$ cat config.mk
export PLATFORM = sky130hd
export DESIGN_NAME = serial_interval_counter
export DESIGN_NICKNAME = d
export VERILOG_FILES = /design/src/verilog/interval_counter_pkg.sv /design/src/verilog/bit_queue_if.sv /design/src/verilog/bit_queue.sv /design/src/verilog/serial_interval_counter.sv
export SDC_FILE = /design/constraint.sdc
export NUM_CORES = 1
export LEC_CHECK = 0
export ABC_CLOCK_PERIOD_IN_PS = 2500
export BUFFER_PORTS_ARGS = -buffer_cell sky130_fd_sc_hd__buf_2
export CAP_MARGIN = 0
export CORE_UTILIZATION = 49
export CTS_BUF_LIST = sky130_fd_sc_hd__clkbuf_16
export DETAILED_ROUTE_END_ITERATION = 6
export PLACE_DENSITY = 0.74
export SKIP_CTS_REPAIR_TIMING = 1
export SYNTH_ARGS = -nofsm -noshare
export SYNTH_HDL_FRONTEND = slang
export SYNTH_SLANG_ARGS = --single-unit
$ cat constraint.sdc
create_clock -name aclk -period 2.5 [get_ports aclk]
set_clock_uncertainty 0.05 [all_clocks]
set_input_delay 0.375 -clock aclk [delete_from_list [all_inputs] [get_ports aclk]]
set_output_delay 0.375 -clock aclk [all_outputs]
set_load 0.03 [all_outputs]
$ cat src/verilog/interval_counter_pkg.sv
// Package holding register map, field layout and encodings of the serial interval counter.
package interval_counter_pkg;

	// ----------------------------------------------------------------
	// Register indices; the byte address is four times the index.
	// ----------------------------------------------------------------
	localparam logic [7:0] IDX_COUNTER_CONTROL = 8'h42; // Control register index.
	localparam logic [7:0] IDX_COUNTER_PRELOAD = 8'h43; // Preload register index.
	localparam logic [7:0] IDX_COUNTER_VALUE   = 8'h44; // Counter register index.
	localparam logic [7:0] IDX_RECEIVE_QUEUE   = 8'h45; // Received-bit queue index.

	// ----------------------------------------------------------------
	// Control register fields.
	// ----------------------------------------------------------------
	localparam int CTL_SRC_LO   = 0; // Clock source select, low bit.
	localparam int CTL_SRC_HI   = 1; // Clock source select, high bit.
	localparam int CTL_ENABLE   = 2; // Count enable.
	localparam int CTL_START    = 3; // Start-bit edge detection on.
	localparam int CTL_TX_BIT   = 4; // Next bit to transmit.
	localparam int CTL_TX_OE    = 5; // Drive the serial output pin.
	localparam int CTL_RX_LATCH = 6; // Receive latch, read only.
	localparam int CTL_CAPTURE  = 7; // Push sampled bits into the queue.

	localparam logic [7:0] CTL_RESET      = 8'h00; // Control value after reset.
	localparam logic [7:0] CTL_WRITE_MASK = 8'hbf; // Bits software may write.
	localparam logic [7:0] PRELOAD_RESET  = 8'h00; // Preload value after reset.
	localparam logic [7:0] COUNT_RESET    = 8'h00; // Counter value after reset.
	localparam logic [7:0] COUNT_TOP      = 8'hff; // Last value before wrap.
	localparam logic [7:0] COUNT_STEP     = 8'h01; // Increment per tick.

	// ----------------------------------------------------------------
	// Queue read layout and bus answers.
	// ----------------------------------------------------------------
	localparam int QUEUE_BIT   = 0; // Oldest received bit.
	localparam int QUEUE_VALID = 1; // Oldest bit is present.
	localparam logic [1:0] RESP_OKAY   = 2'h0; // Normal answer.
	localparam logic [1:0] RESP_SLVERR = 2'h2; // Unmapped address.

	// Counter clock sources.
	typedef enum logic [1:0] {
		SRC_MAIN,
		SRC_AUX,
		SRC_PIN,
		SRC_GATED
	} clk_src_t;

	// Start-bit detection phase.
	typedef enum logic {
		PHASE_WAIT,
		PHASE_RUN
	} phase_t;

endpackage

$ cat src/verilog/bit_queue_if.sv
// Interface carrying the filling and draining handshakes of the received-bit queue.
`timescale 1ns/10ps
`default_nettype none
interface bit_queue_if #(
	parameter int WIDTH = 1
);
	logic             in_valid;  // Filling side offers a word.
	logic             in_ready;  // Queue can take a word.
	logic [WIDTH-1:0] in_data;   // Word offered.
	logic             out_valid; // Queue holds a word.
	logic             out_ready; // Draining side takes the word.
	logic [WIDTH-1:0] out_data;  // Oldest word, registered.

	modport filler (output in_valid, output in_data, input in_ready,
		input out_valid, input out_data, output out_ready);
	modport store (input in_valid, input in_data, output in_ready,
		output out_valid, output out_data, input out_ready);
endinterface
`default_nettype wire

$ cat src/verilog/bit_queue.sv
// Small FIFO buffering received bits between the counter and the register bus.
`timescale 1ns/10ps
`default_nettype none
module bit_queue #(
	parameter int WIDTH = 1,
	parameter int DEPTH = 8
) (
	input  wire logic aclk,
	input  wire logic aresetn,
	input  wire logic ce,
	bit_queue_if.store q
);
	localparam int PW = $clog2(DEPTH);

	// ----------------------------------------------------------------
	// State.
	// ----------------------------------------------------------------
	typedef struct packed {
		logic [DEPTH-1:0][WIDTH-1:0] mem;  // Storage words.
		logic [PW-1:0]               wr;   // Write pointer.
		logic [PW-1:0]               rd;   // Read pointer.
		logic [PW:0]                 fill; // Words held.
		logic [WIDTH-1:0]            head; // Registered oldest word.
	} queue_t;

	queue_t s;      // Current state.
	queue_t next_s; // Next state.

	// Pointer step with wrap at the depth, since depth need not be a power of two.
	function automatic logic [PW-1:0] step(input logic [PW-1:0] p);
		return (p == PW'(DEPTH - 1)) ? '0 : PW'(p + 1'b1);
	endfunction

	// Full and empty are taken from the registered fill count, so both are honest.
	assign q.in_ready  = (s.fill != (PW+1)'(DEPTH));
	assign q.out_valid = (s.fill != '0);
	assign q.out_data  = s.head;

	// Push and pop may happen together; the head follows the read pointer.
	always_comb begin
		next_s = s;
		if (q.in_valid && q.in_ready) begin
			next_s.mem[s.wr] = q.in_data;
			next_s.wr        = step(s.wr);
		end
		if (q.out_valid && q.out_ready) begin
			next_s.rd = step(s.rd);
		end
		next_s.fill = (PW+1)'(s.fill + (PW+1)'(q.in_valid && q.in_ready)
			- (PW+1)'(q.out_valid && q.out_ready));
		next_s.head = next_s.mem[next_s.rd];
	end

	// Register the whole state; the clock enable freezes it.
	always_ff @(posedge aclk) begin
		if (!aresetn) begin
			s <= '0;
		end else if (ce) begin
			s <= next_s;
		end
	end
endmodule
`default_nettype wire

$ cat src/verilog/serial_interval_counter.sv
// Eight-bit interval counter with preload, clock selector, start-bit detection and bit latches.
`timescale 1ns/10ps
`default_nettype none

module serial_interval_counter
	import interval_counter_pkg::*;
#(
	parameter int ADDR_W      = 12,
	parameter int QUEUE_DEPTH = 8
) (
	// Clock, reset and clock enable.
	input  wire logic              aclk,
	input  wire logic              aresetn,
	input  wire logic              ce,

	// Write channels.
	input  wire logic [ADDR_W-1:0] s_axi_awaddr,
	input  wire logic              s_axi_awvalid,
	output var  logic              s_axi_awready,

	input  wire logic [31:0]       s_axi_wdata,
	input  wire logic [3:0]        s_axi_wstrb,
	input  wire logic              s_axi_wvalid,
	output var  logic              s_axi_wready,
	output var  logic [1:0]        s_axi_bresp,
	output var  logic              s_axi_bvalid,
	input  wire logic              s_axi_bready,

	// Read channels.
	input  wire logic [ADDR_W-1:0] s_axi_araddr,
	input  wire logic              s_axi_arvalid,
	output var  logic              s_axi_arready,
	output var  logic [31:0]       s_axi_rdata,
	output var  logic [1:0]        s_axi_rresp,
	output var  logic              s_axi_rvalid,
	input  wire logic              s_axi_rready,

	// Clock sources and far-side pins.
	input  wire logic              aux_clock,
	input  wire logic              shared_port_pin_one,
	output var  logic              shared_port_pin_two,
	output var  logic              shared_port_pin_two_oe,
	output var  logic              interval_done
);

	// ----------------------------------------------------------------
	// State of the block.
	// ----------------------------------------------------------------
	typedef struct packed {
		// Bus side.
		logic              aw_held;   // Write address taken, waiting for data.
		logic [ADDR_W-1:0] aw_addr;   // Held write address.
		logic              w_held;    // Write data taken, waiting for address.
		logic [31:0]       w_data;    // Held write data.
		logic [3:0]        w_strb;    // Held byte enables.

		logic              bvalid;    // Write answer pending.
		logic [1:0]        bresp;     // Write answer code.

		logic              rvalid;    // Read answer pending.
		logic [31:0]       rdata;     // Read answer data.
		logic [1:0]        rresp;     // Read answer code.
		logic              arready;   // Read address channel open.

		// Counter side.
		logic [7:0]        ctl;       // Control register.
		logic [7:0]        preload;   // Preload register.
		logic [7:0]        count;     // The counter itself.

		phase_t            phase;     // Start-bit detection phase.
		logic              rx_latch;  // Receive data latch.
		logic              tx_latch;  // Transmit data latch.

		logic              aux_prev;  // Auxiliary clock one cycle ago.
		logic              pin_prev;  // Pin one one cycle ago.
		logic              carry;     // Carry-out pulse.
	} state_t;

	state_t s;      // Current state.
	state_t next_s; // Next state.

	bit_queue_if #(.WIDTH(1)) rxq (); // Received-bit queue handshakes.

	// ----------------------------------------------------------------
	// Helpers.
	// ----------------------------------------------------------------

	// True when a byte address selects the register of the given index.
	// The index counts words, so two zero bits follow it.
	function automatic logic reg_hit(
		input logic [ADDR_W-1:0] addr,
		input logic [7:0]        idx
	);
		return addr == ADDR_W'({idx, 2'b00});
	endfunction

	// True when the address selects any mapped register.
	function automatic logic mapped(input logic [ADDR_W-1:0] addr);
		return reg_hit(addr, IDX_COUNTER_CONTROL)
			|| reg_hit(addr, IDX_COUNTER_PRELOAD)
			|| reg_hit(addr, IDX_COUNTER_VALUE)
			|| reg_hit(addr, IDX_RECEIVE_QUEUE);
	endfunction

	// ----------------------------------------------------------------
	// Counter control signals.
	// ----------------------------------------------------------------
	logic     tick;        // One counting edge of the selected clock.
	logic     stall;       // Queue full while capturing.

	logic     count_en;    // Enable input of the counter.
	logic     load;        // Load input of the counter.
	logic     wrap;        // Counter passes all ones on this tick.
	logic     start_edge;  // Falling edge on the receive input.

	// Bus strobes.
	logic     do_write;    // Address and data both held.
	logic     do_read;     // Read address taken this cycle.

	clk_src_t src;         // Decoded clock source.

	// Select the counting event; the inputs are synchronous, so one register suffices.
	always_comb begin
		src = clk_src_t'(s.ctl[CTL_SRC_HI:CTL_SRC_LO]);
		case (src)
			SRC_MAIN: begin
				// Every enabled cycle counts.
				tick = 1'b1;
			end

			SRC_AUX: begin
				// The auxiliary clock is slower than ours, so its rising edge is seen once.
				tick = aux_clock && !s.aux_prev;
			end

			SRC_PIN: begin
				// Pin one used as an external clock input.
				tick = shared_port_pin_one && !s.pin_prev;
			end

			SRC_GATED: begin
				// Main clock passed only while pin one is high.
				tick = shared_port_pin_one;
			end
			default: begin
				tick = 1'b0;
			end
		endcase
	end

	// A full queue halts counting, so no sampled bit is ever dropped.
	assign stall      = s.ctl[CTL_CAPTURE]
		&& !rxq.in_ready;
	assign start_edge = s.pin_prev && !shared_port_pin_one;
	assign count_en   = s.ctl[CTL_ENABLE]
		&& (s.phase == PHASE_RUN)
		&& !stall;
	assign wrap       = count_en && tick
		&& (s.count == COUNT_TOP);

	// Bus decodes.
	assign do_write   = s.aw_held && s.w_held && !s.bvalid;
	assign do_read    = s_axi_arvalid && s.arready;
	assign load       = do_write && reg_hit(s.aw_addr, IDX_COUNTER_VALUE)
		&& s.w_strb[0];

	// Sampled bits go to the queue on the carry, and are popped by reading it.
	assign rxq.in_valid  = s.ctl[CTL_CAPTURE] && wrap;
	assign rxq.in_data   = shared_port_pin_one;
	assign rxq.out_ready = do_read
		&& reg_hit(s_axi_araddr, IDX_RECEIVE_QUEUE);

	// ----------------------------------------------------------------
	// Next-state logic.
	// ----------------------------------------------------------------
	always_comb begin
		next_s = s;
		// Edge history and the one-cycle carry.
		next_s.aux_prev = aux_clock;
		next_s.pin_prev = shared_port_pin_one;
		next_s.carry    = 1'b0;

		// Write address and data are taken in either order and held.
		if (s_axi_awvalid && !s.aw_held) begin
			next_s.aw_held = 1'b1;
			next_s.aw_addr = s_axi_awaddr;
		end
		if (s_axi_wvalid && !s.w_held) begin
			next_s.w_held = 1'b1;
			next_s.w_data = s_axi_wdata;
			next_s.w_strb = s_axi_wstrb;
		end

		// Start detection waits for the edge before the counter may run.
		if (s.ctl[CTL_START] && s.phase == PHASE_WAIT
			&& start_edge) begin
			next_s.phase = PHASE_RUN;
		end

		// Counting; the counter holds whenever enable is low.
		if (count_en && tick) begin
			next_s.count = s.count + COUNT_STEP;
		end

		// End of interval: both latches are clocked by the carry.
		if (wrap) begin
			next_s.carry    = 1'b1;
			next_s.rx_latch = shared_port_pin_one;
			next_s.tx_latch = s.ctl[CTL_TX_BIT];
		end

		// Register writes once both halves are held.
		if (do_write) begin
			next_s.aw_held = 1'b0;
			next_s.w_held  = 1'b0;
			next_s.bvalid  = 1'b1;
			next_s.bresp   = mapped(s.aw_addr)
				? RESP_OKAY : RESP_SLVERR;

			// Upper byte lanes are ignored.
			if (s.w_strb[0]) begin
				if (reg_hit(s.aw_addr, IDX_COUNTER_CONTROL)) begin
					next_s.ctl = (s.w_data[7:0] & CTL_WRITE_MASK)
						| (s.ctl & ~CTL_WRITE_MASK);
					// Setting the start bit re-arms the detector for a new frame.
					next_s.phase = s.w_data[CTL_START]
						? PHASE_WAIT : PHASE_RUN;
				end else if (reg_hit(s.aw_addr, IDX_COUNTER_PRELOAD)) begin
					// The preload may be rewritten two cycles after a load, at the earliest.
					next_s.preload = s.w_data[7:0];
				end
			end
		end

		// A load wins over a count in the same cycle; written data are dropped.
		if (load) begin
			next_s.count = s.preload;
		end

		// Keep the receive latch visible in the control register.
		// Software reads the last sampled level there.
		next_s.ctl[CTL_RX_LATCH] = next_s.rx_latch;

		// Write answer leaves once the master takes it.
		if (s.bvalid && s_axi_bready) begin
			next_s.bvalid = 1'b0;
		end

		// Reads: the answer is registered one cycle after the address is taken.
		if (do_read) begin
			next_s.arready = 1'b0;
			next_s.rvalid  = 1'b1;
			next_s.rresp   = mapped(s_axi_araddr)
				? RESP_OKAY : RESP_SLVERR;
			// Unmapped reads return zero.
			next_s.rdata   = 32'h0000_0000;

			if (reg_hit(s_axi_araddr, IDX_COUNTER_CONTROL)) begin
				next_s.rdata[7:0] = s.ctl;
			end else if (reg_hit(s_axi_araddr, IDX_COUNTER_PRELOAD)) begin
				next_s.rdata[7:0] = s.preload;
			end else if (reg_hit(s_axi_araddr, IDX_COUNTER_VALUE)) begin
				next_s.rdata[7:0] = s.count;
			end else if (reg_hit(s_axi_araddr, IDX_RECEIVE_QUEUE)) begin
				next_s.rdata[QUEUE_BIT]   = rxq.out_data[0];
				next_s.rdata[QUEUE_VALID] = rxq.out_valid;
			end
		end

		// Reopen reads once answered.
		if (s.rvalid && s_axi_rready) begin
			next_s.rvalid  = 1'b0;
			next_s.arready = 1'b1;
		end
	end

	// ----------------------------------------------------------------
	// State register.
	// ----------------------------------------------------------------

	// Synchronous reset; the clock enable freezes everything while low.
	always_ff @(posedge aclk) begin
		if (!aresetn) begin
			s         <= '0;
			s.arready <= 1'b1;
			s.ctl     <= CTL_RESET;
			s.preload <= PRELOAD_RESET;
			s.count   <= COUNT_RESET;
			s.phase   <= PHASE_RUN;
			// The queue resets itself on the same input.
		end else if (ce) begin
			s <= next_s;
		end
	end

	// ----------------------------------------------------------------
	// Received-bit queue.
	// ----------------------------------------------------------------
	// A full queue stalls the counter rather than drop bits.
	bit_queue #(
		.WIDTH (1),
		.DEPTH (QUEUE_DEPTH)
	) u_rx_queue (
		.aclk    (aclk),
		.aresetn (aresetn),
		.ce      (ce),
		.q       (rxq)
	);

	// ----------------------------------------------------------------
	// Outputs, all straight from the state register.
	// ----------------------------------------------------------------
	assign s_axi_awready          = !s.aw_held;
	assign s_axi_wready           = !s.w_held;

	assign s_axi_bvalid           = s.bvalid;
	assign s_axi_bresp            = s.bresp;

	assign s_axi_arready          = s.arready;

	assign s_axi_rvalid           = s.rvalid;
	assign s_axi_rdata            = s.rdata;
	assign s_axi_rresp            = s.rresp;

	// Pin two is driven only while the CTL_TX_OE bit is set.
	assign shared_port_pin_two    = s.tx_latch;
	assign shared_port_pin_two_oe = s.ctl[CTL_TX_OE];
	assign interval_done          = s.carry;

endmodule
`default_nettype wire

; ---- Word level (Yosys, flattened, before mapping)
; Index checks and enable logic that the tools add are counted.
[op_classes]
addsub = 5
order_cmp = 3
n_eq_ne = 15
mux = 35
n_bitwise = 3
reduce_logical = 58
[ops]
columns = op, n
row1 = 12-bit by 9-bit equality test with 1-bit output (second input constant), 8
row2 = 37-bit 2-to-1 mux, 1
row3 = 36-bit 2-to-1 mux, 1
row4 = 8-bit 2-to-1 mux, 4
row5 = 1-bit logical AND, 24
row6 = 2-bit AND reduction, 11
row7 = 1-bit 2-to-1 mux, 13
row8 = 13-bit 2-to-1 mux, 1
row9 = 3-bit 2-to-1 mux, 4
row10 = 11-bit 2-to-1 mux, 1
row11 = 2-bit 2-to-1 mux, 5
row12 = 2-bit nonzero test, 5
row13 = 8-bit by 1-bit adder with 8-bit output (second input constant), 1
row14 = 8-bit bitwise mux, 1
row15 = 8-bit equality test (second input constant), 1
row16 = 1-bit zero test, 8
row17 = 3-bit by 4-bit < comparator with 1-bit output (second input constant), 2
row18 = 8-bit by 7-bit bitwise OR with 8-bit output, 1
row19 = 3-bit by 1-bit adder with 3-bit output (second input constant), 2
row20 = 3-bit equality test (second input constant), 2
row21 = 1-bit logical OR, 6
row22 = 6-bit 2-to-1 mux, 1
row23 = 5-bit AND reduction, 1
row24 = 4-bit by 1-bit adder with 4-bit output, 1
row25 = other kinds (12), 14
[word_totals]
regBits = 113
elab_cells = 151

; ---- Longest topological paths before layout
; Gate-level depths: netlist (run 1).
[logic_depth]
depth_word = 12
mapped_depth = 13

; ---- By module
; Synthesis (run 1) repeated with hierarchy kept, for this count alone.
[hier_totals]
hier_cells = 540
hier_area_um2 = 4566.9
[by_module_without_submodules]
columns = mod, n_inst, cells_per_inst, area_each_um2, seq_area_each_um2
row1 = serial_interval_counter, 1, 387, 3265.6, 1301.2
row2 = bit_queue, 1, 153, 1301.2, 380.4

; ---- Worst setup path before layout (run 1)
; Ideal clock, no wire load.
[synth_path]
path_kind = reg2reg
from = reg u_rx_queue.s[3] in the netlist's numbering
to = reg u_rx_queue.s[3] in the netlist's numbering
arrival_time_ns = 2.503
required_time_ns = 2.364
slack_ns = -0.139
path_stages_with_launch = 13
path_buffers = 1
cell_sequence = dfxtp_1 -> inv_1 -> ha_1 -> or3b_1 -> and4_4 -> buf_6 -> nor3b_1 -> ha_1 -> inv_1 -> ha_1 -> fa_1 -> xnor2_1 -> a211oi_1
[synth_between]
elab_chain_cells = 11
word_cells_on_any_way = 13
classes_between = add/sub: 2 / eq/ne: 1 / reduce/logical: 10
[synth_lines]
columns = item, line
row1 = start: declaration, bit_queue.sv:26  ; queue_t s;
row2 = start signal: assignment, bit_queue.sv:59  ; s <= next_s;
row3 = 4-bit inequality test, bit_queue.sv:35  ; assign q.in_ready = (s.fill != (PW+1)'(DEPTH));
row4 = 1-bit zero test, serial_interval_counter.sv:153  ; && !rxq.in_ready;
row5 = 1-bit logical AND, serial_interval_counter.sv:153
row6 = 1-bit zero test, serial_interval_counter.sv:157  ; && !stall;
row7 = 1-bit logical AND, serial_interval_counter.sv:157
row8 = 1-bit logical AND, serial_interval_counter.sv:158  ; assign wrap = count_en && tick
row9 = 1-bit logical AND, serial_interval_counter.sv:159  ; && (s.count == COUNT_TOP);
row10 = 1-bit logical AND, serial_interval_counter.sv:168  ; assign rxq.in_valid = s.ctl[CTL_CAPTURE] && wrap;
row11 = 1-bit logical AND, bit_queue.sv:49  ; next_s.fill = (PW+1)'(s.fill + (PW+1)'(q.in_valid && q.in_ready)
row12 = 4-bit by 1-bit adder with 4-bit output, bit_queue.sv:49
row13 = 4-bit by 1-bit subtractor with 4-bit output (*), bit_queue.sv:50  ; - (PW+1)'(q.out_valid && q.out_ready));
; Mark *: on every way between the ends. The rest lies on a longest branch, timed or not.
; A chain may end at the register's enable or synchronous reset.

; ---- Worst setup path after layout (run 1)
; Same ends and word-level chain as after synthesis.

==> flow_summary.json, run 1 <==
{
  "critPathMostFrequentCell": "ha_4",
  "status": "complete, but fails checks",
  "postLayoutCellArea_mm2": 0.00551,
  "reg2reg_from": "u_rx_queue.s[3]",
  "slowest_delay_ns": 0.40,
  "syn_area_mm2": 0.00461,
  "io_pins": 114,
  "grt_pass1_vias": 3740,
  "power.leakage_nw": 2.32,
  "synthFlopType": "dfxtp_1",
  "min_to": "s[109]",
  "yosysSeqAreaShare_pct": 36.5,
  "fill_cells": 805,
  "crit_slowest_cell": "or3b_4",
  "dieHeight_um": 99.0,
  "routedWlPerCell_um": 15.5,
  "grt_max_degree": 36,
  "cts-root-buf": "clkbuf_16",
  "start_util_pct": 50.1,
  "antenna_cells": 0,
  "rsz0062_at_grt": "true",
  "cts_buffer_depth": 2,
  "timing.rr.end": "u_rx_queue.s[3]",
  "cts_tree": "built",
  "period_share_pct": 103,
  "die_area_mm2": 0.00980,
  "cp.required_ns": 2.70,
  "violations": "setup timing",
  "gp_congestion": 0.876,
  "final_layout_size_suffix_gt1_share_pct": 24.5,
  "yosysWarnings": 0,
  "synthArstFlopShare_pct": 0,
  "clk_latency_ns": 0.33,
  "fin_ws_ns": -0.0813,
  "antenna_found_initial": 0,
  "whs_path_depth": 3,
  "synth_edf_count": 0,
  "cap_viol_max_count": 0,
  "hold_class": "in2reg",
  "fmax_mhz": 387,
  "hp-start": "s_axi_awaddr[3]",
  "dp_hpwl_um": 7720,
  "reg2reg_depth": 11,
  "min_period_ns": 2.58,
  "drc_errors": 0,
  "critPathMaxFanout": 4,
  "slew_violations": 0,
  "placed_area_mm2": 0.00501,
  "core-area_mm2": 0.00920,
  "row_count": 35,
  "top_register": "s",
  "syn_avg_cell_area_um2": 8.51,
  "place_ws_ns": -0.109,
  "hold_slack_ns": 0.236,
  "criticalPathCategory": "reg2reg",
  "gr-total-overflow": 0,
  "ys_types": 66,
  "powerDensity_mw_per_mm2": 599,
  "io_buffers": 60,
  "crit_chain": "inv_2 -> ha_4 -> or3b_4 -> and4_4 -> nor3b_4 -> ha_4 -> inv_2 -> ha_4 -> fa_2 -> xnor2_2 -> a211oi_1",
  "yosys_register_bits": 84,
  "grt_pass1_wl_um": 17600,
  "cts-buffers-inserted": 9,
  "synthToLayoutAreaGrowth_pct": 19.4,
  "htree_levels": 3,
  "end_kind": "flop",
  "cp-start-kind": "flop",
  "via_per_inst": 5.67,
  "drt-initial-drc-count": 284,
  "setup_violations": 3,
  "path_clk_slew_ns": 0.07,
  "ant_nets": 0,
  "syn_inst": 542,
  "slew_headroom_pct": 57.2,
  "worst_pin_slew_ns": 0.640,
  "vias": 4102,
  "vdd_drop_max_mv": 0.374,
  "finalPower_mw": 3.30,
  "largest_reg_flops": 49,
  "grt_usage_pct": 22.6,
  "die-width_um": 99.0,
  "reg2reg_slack_ns": -0.08,
  "cts.sinks": 84,
  "nets": 690,
  "arrival_ns": 2.78,
  "hold_viol_final": 0,
  "drt_pre_antenna_iters": 7,
  "routed_wl_um": 11200
}
area by class of cell:
class                      count  area, um2  share of cell area (%)
clock buffer                   9        225                    4.09
clock inverter                 7        123                    2.23
inverter                      15       56.3                    1.02
multi-input combinational    399       2670                    48.6
sequential                    84       1680                    30.6
tap                          111        139                    2.52
timing repair buffer          99        606                    11.0
worst max-delay path: cells and delay by family (launching register included):
| kind | cells | cell delay [ns] |
|---|---|---|
| buf+inv | 2 | 0.12 |
| xor+xnor | 1 | 0.15 |
| flops | 1 | 0.33 |
| simple gates | 3 | 0.77 |
| fa+ha+maj | 4 | 0.90 |
| compound gates | 1 | 0.18 |
power breakdown:
| part | internal, mW | switching [mW] |
|---|---|---|
| clock network | 0.985 | 0.555 |
| logic | 0.134 | 0.219 |
| registers | 1.38 | 0.0270 |
| total | 2.50 | 0.801 |
cells by family after synthesis:
logic type      after synthesis  synth area share, %
fa+ha+maj                    12                 3.42
flops                        84                 36.5
compound gates              103                 15.7
xor+xnor                      3                0.570
other cells                   1               0.0813
buf+inv                      84                 10.3
mux                          42                 9.17
simple gates                213                 24.3
cells in the final DEF (no fill, tap or decap), drive strengths merged, types with 3 or more instances in the layout:
master  synthesis  layout
nor3b           5       5
nor4           11      11
inv            15      17
a31oi           5       5
and4            3       3
conb            1      26
a211oi         13      13
buf            41      99
nand2b          4       4
nand4           7       7
or3b            3       3
bufinv          0       3
nor3           13      13
a21boi         16      16
nand2          48      48
and3            7       7
mux2i          40      40
dfxtp          84      84
nor2           54      54
ha             11      11
nand3          13      13
clkbuf         28       9
nor2b          22      22
o21ai          19      19
and2           11      11
a21oi          24      24
a221oi          5       5
a22oi           4       4
worst max-delay path by stage:
stage,startpoint,to,slack [ns],cells past startpoint
after floorplan,u_rx_queue.s[3],u_rx_queue.s[2],-0.02,12
after global placement,u_rx_queue.s[3],u_rx_queue.s[3],-0.04,11
after detailed placement,u_rx_queue.s[3],u_rx_queue.s[3],-0.11,11
after CTS,u_rx_queue.s[3],u_rx_queue.s[3],-0.14,11
after global routing,u_rx_queue.s[3],u_rx_queue.s[3],-0.16,11
final,u_rx_queue.s[3],u_rx_queue.s[3],-0.08,11
per-layer routing:
layer | part of all wire (%) | wire length (um) | track usage, %
met5 | 0 | 0 | 0
met4 | 2.3 | 261 | 7.58
met3 | 6.7 | 752 | 6.03
met2 | 48 | 5330 | 37.3
met1 | 43 | 4840 | 28.5
cell usage after synthesis (14+ instances only):
master	count	share of area, %
nand2_1	48	3.9
a21boi_0	16	2.6
inv_1	14	1.1
buf_4	36	5.9
dfxtp_1	84	36
clkbuf_1	27	2.2
a21oi_1	23	2.5
nor2b_1	22	3.0
o21ai_0	18	2.0
nor2_1	54	4.4
mux2i_1	40	8.7
through the flow:
step                std cells  utilization, %  TNS [ns]
global placement          702            54.5   -0.0622
CTS                       718            58.3    -0.452
floorplan                 567               -   -0.0315
finish                    724            59.9    -0.175
detailed placement        702            54.5    -0.371
global route              724            59.9    -0.519
(Power assumes the default switching activity.)
==> inputs of run 2 (changes only) <==
--- a/config.mk
+++ b/config.mk
@@ -8,11 +8,15 @@
 export ABC_CLOCK_PERIOD_IN_PS = 2500
 export BUFFER_PORTS_ARGS = -buffer_cell sky130_fd_sc_hd__buf_2
 export CAP_MARGIN = 0
-export CORE_UTILIZATION = 49
+export CELL_PAD_IN_SITES_DETAIL_PLACEMENT = 1
+export CELL_PAD_IN_SITES_GLOBAL_PLACEMENT = 1
+export CORE_UTILIZATION = 36
 export CTS_BUF_LIST = sky130_fd_sc_hd__clkbuf_16
 export DETAILED_ROUTE_END_ITERATION = 6
 export PLACE_DENSITY = 0.74
+export SETUP_SLACK_MARGIN = 0.05
 export SKIP_CTS_REPAIR_TIMING = 1
+export SLEW_MARGIN = 0
 export SYNTH_ARGS = -nofsm -noshare
 export SYNTH_HDL_FRONTEND = slang
 export SYNTH_SLANG_ARGS = --single-unit
==> flow_summary.json, run 2 (synthesized netlist as in run 1, its figures left out) <==
{
  "die-width_um": 115,
  "internal-power_mw": 2.38,
  "switchingPower_uw": 802,
  "drt_pre_antenna_iters": 6,
  "vdd_drop_max_mv": 0.392,
  "power.leakage_nw": 2.34,
  "nets": 694,
  "path_clk_slew_ns": 0.06,
  "critPathMaxFanout": 2,
  "fmax_mhz": 396,
  "status": "complete, but fails checks",
  "routedWlPerCell_um": 16.1,
  "clk_latency_ns": 0.34,
  "grt_pass1_vias": 4204,
  "period_share_pct": 101,
  "final_layout_size_suffix_gt1_share_pct": 24.8,
  "slew_violations": 0,
  "seqCellArea_mm2": 0.00168,
  "final_common_cell": "dfxtp_1",
  "synthToLayoutAreaGrowth_pct": 21.1,
  "ant_nets": 0,
  "drc_errors": 0,
  "grt_max_degree": 49,
  "cts-buffers-inserted": 9,
  "htree_levels": 3,
  "die_area_mm2": 0.0133,
  "hold_viol_final": 0,
  "cts.sinks": 84,
  "gr-total-overflow": 0,
  "worst_pin_slew_ns": 0.672,
  "powerDensity_mw_per_mm2": 570,
  "largest_reg_flops": 49,
  "place_inst": 765,
  "layout.cells.non_filler": 785,
  "top_register": "s",
  "core-area_mm2": 0.0123,
  "antenna_found_initial": 0,
  "routed_wl_um": 12600,
  "via_per_inst": 5.19,
  "cts_buffer_depth": 2,
  "criticalPathCategory": "reg2reg",
  "rsz0062_at_grt": "true",
  "cts_tree": "built",
  "switching_share_pct": 25.2,
  "violations": "setup timing",
  "multi_input_area_mm2": 0.00268,
  "cts-root-buf": "clkbuf_16",
  "vias": 4074,
  "fin_ws_ns": -0.0278,
  "dieHeight_um": 115,
  "p_seq_share_pct": 44.2,
  "hold_slack_ns": 0.233,
  "grt_pass1_wl_um": 20600,
  "combPwrFrac_pct": 11.2,
  "antenna_cells": 0,
  "drt-initial-drc-count": 142,
  "final_cell_mix": "dfxtp_1, buf_2, nor2_1, nand2_1, buf_4",
  "start_util_pct": 37.6,
  "cap_viol_max_count": 0,
  "end_kind": "flop",
  "slew_headroom_pct": 55.1,
  "cp.required_ns": 2.70,
  "io_pins": 114,
  "io_buffers": 60,
  "gp_congestion": 0.793,
  "fill_cells": 1480,
  "cp-start-kind": "flop",
  "min_period_ns": 2.53,
  "p_clk_share_pct": 44.6,
  "setup_violations": 2,
  "grt_usage_pct": 20.0,
  "setup_tns_ns": -0.0418,
  "arrival_ns": 2.73,
  "row_count": 40,
  "hold_class": "in2reg",
  "dp_hpwl_um": 9450
}
## run 2: cell types whose count changed in the layout (fill, tap and decap cells not counted), sizes merged
cell | previous run | this run
buf | 99 | 103
clkinvlp | 0 | 1
bufinv | 3 | 2
clkinv | 2 | 1
inv | 17 | 18
## run 2: path summary, 6_finish.rpt
path | end | cells past startpoint | from | slack (ns)
setup / recovery | u_rx_queue.s[3] | 11 | u_rx_queue.s[3] | -0.03
hold reg to reg | s[117] | 2 | s[117] | 0.42
setup reg to reg | u_rx_queue.s[3] | 11 | u_rx_queue.s[3] | -0.03
hold / removal | s[106] | 3 | s_axi_awaddr[0] | 0.23
## run 2: routing by layer
layer | vias to the layer above | part of all wire (%) | GRT usage, %
li1 | 1984 | - | -
met1 | 1980 | 44 | 23.9
met2 | 91 | 50 | 35.1
met3 | 19 | 3.7 | 3.95
met4 | 0 | 2.2 | 8.14
met5 | - | 0 | 0
## run 2: per-stage QoR
step / util, % / power, mW / setup WS, ns / instance area [um2]
floorplan: - / 1.70 / -0.0169 / 4730
global placement: 41.8 / 1.76 / -0.0571 / 5130
detailed placement: 41.8 / 1.78 / -0.156 / 5130
CTS: 44.4 / 3.21 / -0.107 / 5450
global route: 45.5 / 3.31 / -0.119 / 5580
finish: 45.5 / 3.18 / -0.0278 / 5580
## run 2: power groups by stage
| stage | clock [mW] | combinational (mW) | sequential [mW] |
|---|---|---|---|
| floorplan | 0 | 0.271 | 1.43 |
| global placement | 0 | 0.329 | 1.43 |
| detailed placement | 0 | 0.341 | 1.44 |
| CTS | 1.46 | 0.343 | 1.41 |
| global route | 1.51 | 0.390 | 1.41 |
| finish | 1.42 | 0.357 | 1.41 |
## run 2: critical path, cell delays in order (launching register included)
cell	delay [ns]
dfxtp_2	0.33
inv_2	0.07
ha_4	0.11
or3b_4	0.37
and4_4	0.19
nor3b_4	0.16
ha_4	0.26
inv_2	0.04
ha_4	0.15
fa_2	0.37
xnor2_2	0.15
a211oi_2	0.18
## run 2: layout make-up
class	instances	area share, %
clock buffer	9	4.03
clock inverter	7	1.66
inverter	15	1.01
multi-input combinational	399	48.0
sequential	84	30.2
tap	168	3.76
timing repair buffer	103	11.4
==> inputs of run 3 (changes only) <==
--- a/config.mk
+++ b/config.mk
@@ -13,8 +13,8 @@
 export CORE_UTILIZATION = 36
 export CTS_BUF_LIST = sky130_fd_sc_hd__clkbuf_16
 export DETAILED_ROUTE_END_ITERATION = 6
-export PLACE_DENSITY = 0.74
-export SETUP_SLACK_MARGIN = 0.05
+export PLACE_DENSITY = 0.73
+export SETUP_SLACK_MARGIN = 0.1
 export SKIP_CTS_REPAIR_TIMING = 1
 export SLEW_MARGIN = 0
 export SYNTH_ARGS = -nofsm -noshare
==> flow_summary.json, run 3 (synthesized netlist as in run 1, its figures left out) <==
{
  "layout.cells.non_filler": 779,
  "place_inst": 759,
  "fmax_mhz": 396,
  "rsz0062_at_grt": "true",
  "ant_nets": 0,
  "hold_class": "in2reg",
  "reg2reg_slack_ns": -0.02,
  "top_register": "s",
  "start_util_pct": 37.6,
  "hold_viol_final": 0,
  "power.leakage_nw": 2.28,
  "setup_violations": 3,
  "antenna_found_initial": 0,
  "routed_wl_um": 12600,
  "drc_errors": 0,
  "final_layout_size_suffix_gt1_share_pct": 24.5,
  "routedWlPerCell_um": 16.2,
  "hp-start": "s_axi_awaddr[8]",
  "synthToLayoutAreaGrowth_pct": 19.7,
  "dieHeight_um": 115,
  "core-area_mm2": 0.0123,
  "cts-buffers-inserted": 9,
  "die-width_um": 115,
  "grt_max_degree": 36,
  "whs_path_depth": 3,
  "reg2reg_depth": 11,
  "htree_levels": 3,
  "cts-root-buf": "clkbuf_16",
  "gr-total-overflow": 0,
  "drt_pre_antenna_iters": 4,
  "min_period_ns": 2.52,
  "io_pins": 114,
  "cp.required_ns": 2.73,
  "status": "complete, but fails checks",
  "dp_hpwl_um": 9210,
  "drt-initial-drc-count": 167,
  "largest_reg_flops": 49,
  "cp-start-kind": "flop",
  "slew_headroom_pct": 57.3,
  "cts_buffer_depth": 2,
  "vdd_drop_max_mv": 0.276,
  "clk_latency_ns": 0.34,
  "fin_util_pct": 45.0,
  "gp_congestion": 0.833,
  "cap_viol_max_count": 0,
  "vias": 4023,
  "cts_tree": "built",
  "io_buffers": 60,
  "antenna_cells": 0,
  "worst_pin_slew_ns": 0.639,
  "violations": "setup timing",
  "die_area_mm2": 0.0133,
  "final_common_cell": "dfxtp_1",
  "period_share_pct": 101,
  "via_per_inst": 5.16,
  "final_cell_mix": "dfxtp_1, buf_2, nor2_1, nand2_1, mux2i_1",
  "cts.sinks": 84,
  "reg2reg_from": "u_rx_queue.s[3]",
  "row_count": 40,
  "end_kind": "flop",
  "timing.rr.end": "u_rx_queue.s[2]",
  "grt_pass1_vias": 4075,
  "fin_ws_ns": -0.0223,
  "slew_violations": 0,
  "arrival_ns": 2.75,
  "nets": 688,
  "path_clk_slew_ns": 0.06,
  "grt_pass1_wl_um": 20100,
  "powerDensity_mw_per_mm2": 546,
  "min_to": "s[114]",
  "critPathMaxFanout": 4,
  "grt_usage_pct": 19.6,
  "criticalPathCategory": "reg2reg"
}
run 3: cell count changes in the layout (fill, tap and decap cells not counted), sizes merged:
cell / change
buf: -6
clkinv: +4
bufinv: -2
inv: -2
run 3: routing by layer:
| metal | vias to the layer above | routed length, um | track usage [%] |
|---|---|---|---|
| li1 | 1976 | - | - |
| met1 | 1925 | 5660 | 24.7 |
| met2 | 109 | 6130 | 33.5 |
| met3 | 13 | 647 | 3.06 |
| met4 | 0 | 194 | 7.62 |
| met5 | - | 0 | 0 |
run 3: metrics by stage:
step / power [mW] / TNS [ns] / worst slack (ns) / hold slack, ns / instance area (um2)
after floorplan: 1.70 / -0.00711 / -0.00711 / 0.386 / 4740
after global placement: 1.76 / -0.0851 / -0.0631 / 0.400 / 5100
after detailed placement: 1.78 / -0.454 / -0.170 / 0.409 / 5100
after CTS: 3.02 / -0.404 / -0.113 / 0.231 / 5370
after global routing: 3.12 / -0.457 / -0.138 / 0.248 / 5520
final: 3.01 / -0.0595 / -0.0223 / 0.238 / 5520
run 3: worst max path at each step:
stage,startpoint,slack [ns],endpoint,cells after the start
6_report,u_rx_queue.s[3],-0.02,u_rx_queue.s[2],11
5_1_grt,u_rx_queue.s[3],-0.14,u_rx_queue.q.out_data,10
3_5_place_dp,s_axi_araddr[9],-0.17,u_rx_queue.s[2],10
2_1_floorplan,u_rx_queue.s[3],-0.007,u_rx_queue.s[3],12
3_3_place_gp,s_axi_araddr[9],-0.06,u_rx_queue.s[2],10
4_1_cts,u_rx_queue.s[3],-0.11,u_rx_queue.q.out_data,10
run 3: area by class of cell:
type                       instances  area, um2
fill                            1459       6740
multi-input combinational        399       2700
sequential                        84       1680
timing repair buffer              97        594
clock buffer                       9        225
tap                              168        210
inverter                          15       56.3
clock inverter                     7       51.3
run 3: worst max-delay path: stages, from the launching register on:
cell and delay [ns]:
dfxtp_2 0.32, inv_2 0.08, ha_4 0.12, or3b_4 0.37
and4_4 0.20, nor3b_4 0.16, ha_4 0.26, inv_2 0.04
ha_4 0.15, fa_2 0.52, mux2i_1 0.06, nor2_1 0.12
run 3: where the power goes:
part	internal (mW)	leakage [nW]	total (mW)	switching, mW
Clock	0.676	0.133	1.25	0.572
Sequential	1.38	0.683	1.41	0.0286
Combinational	0.135	1.46	0.360	0.225
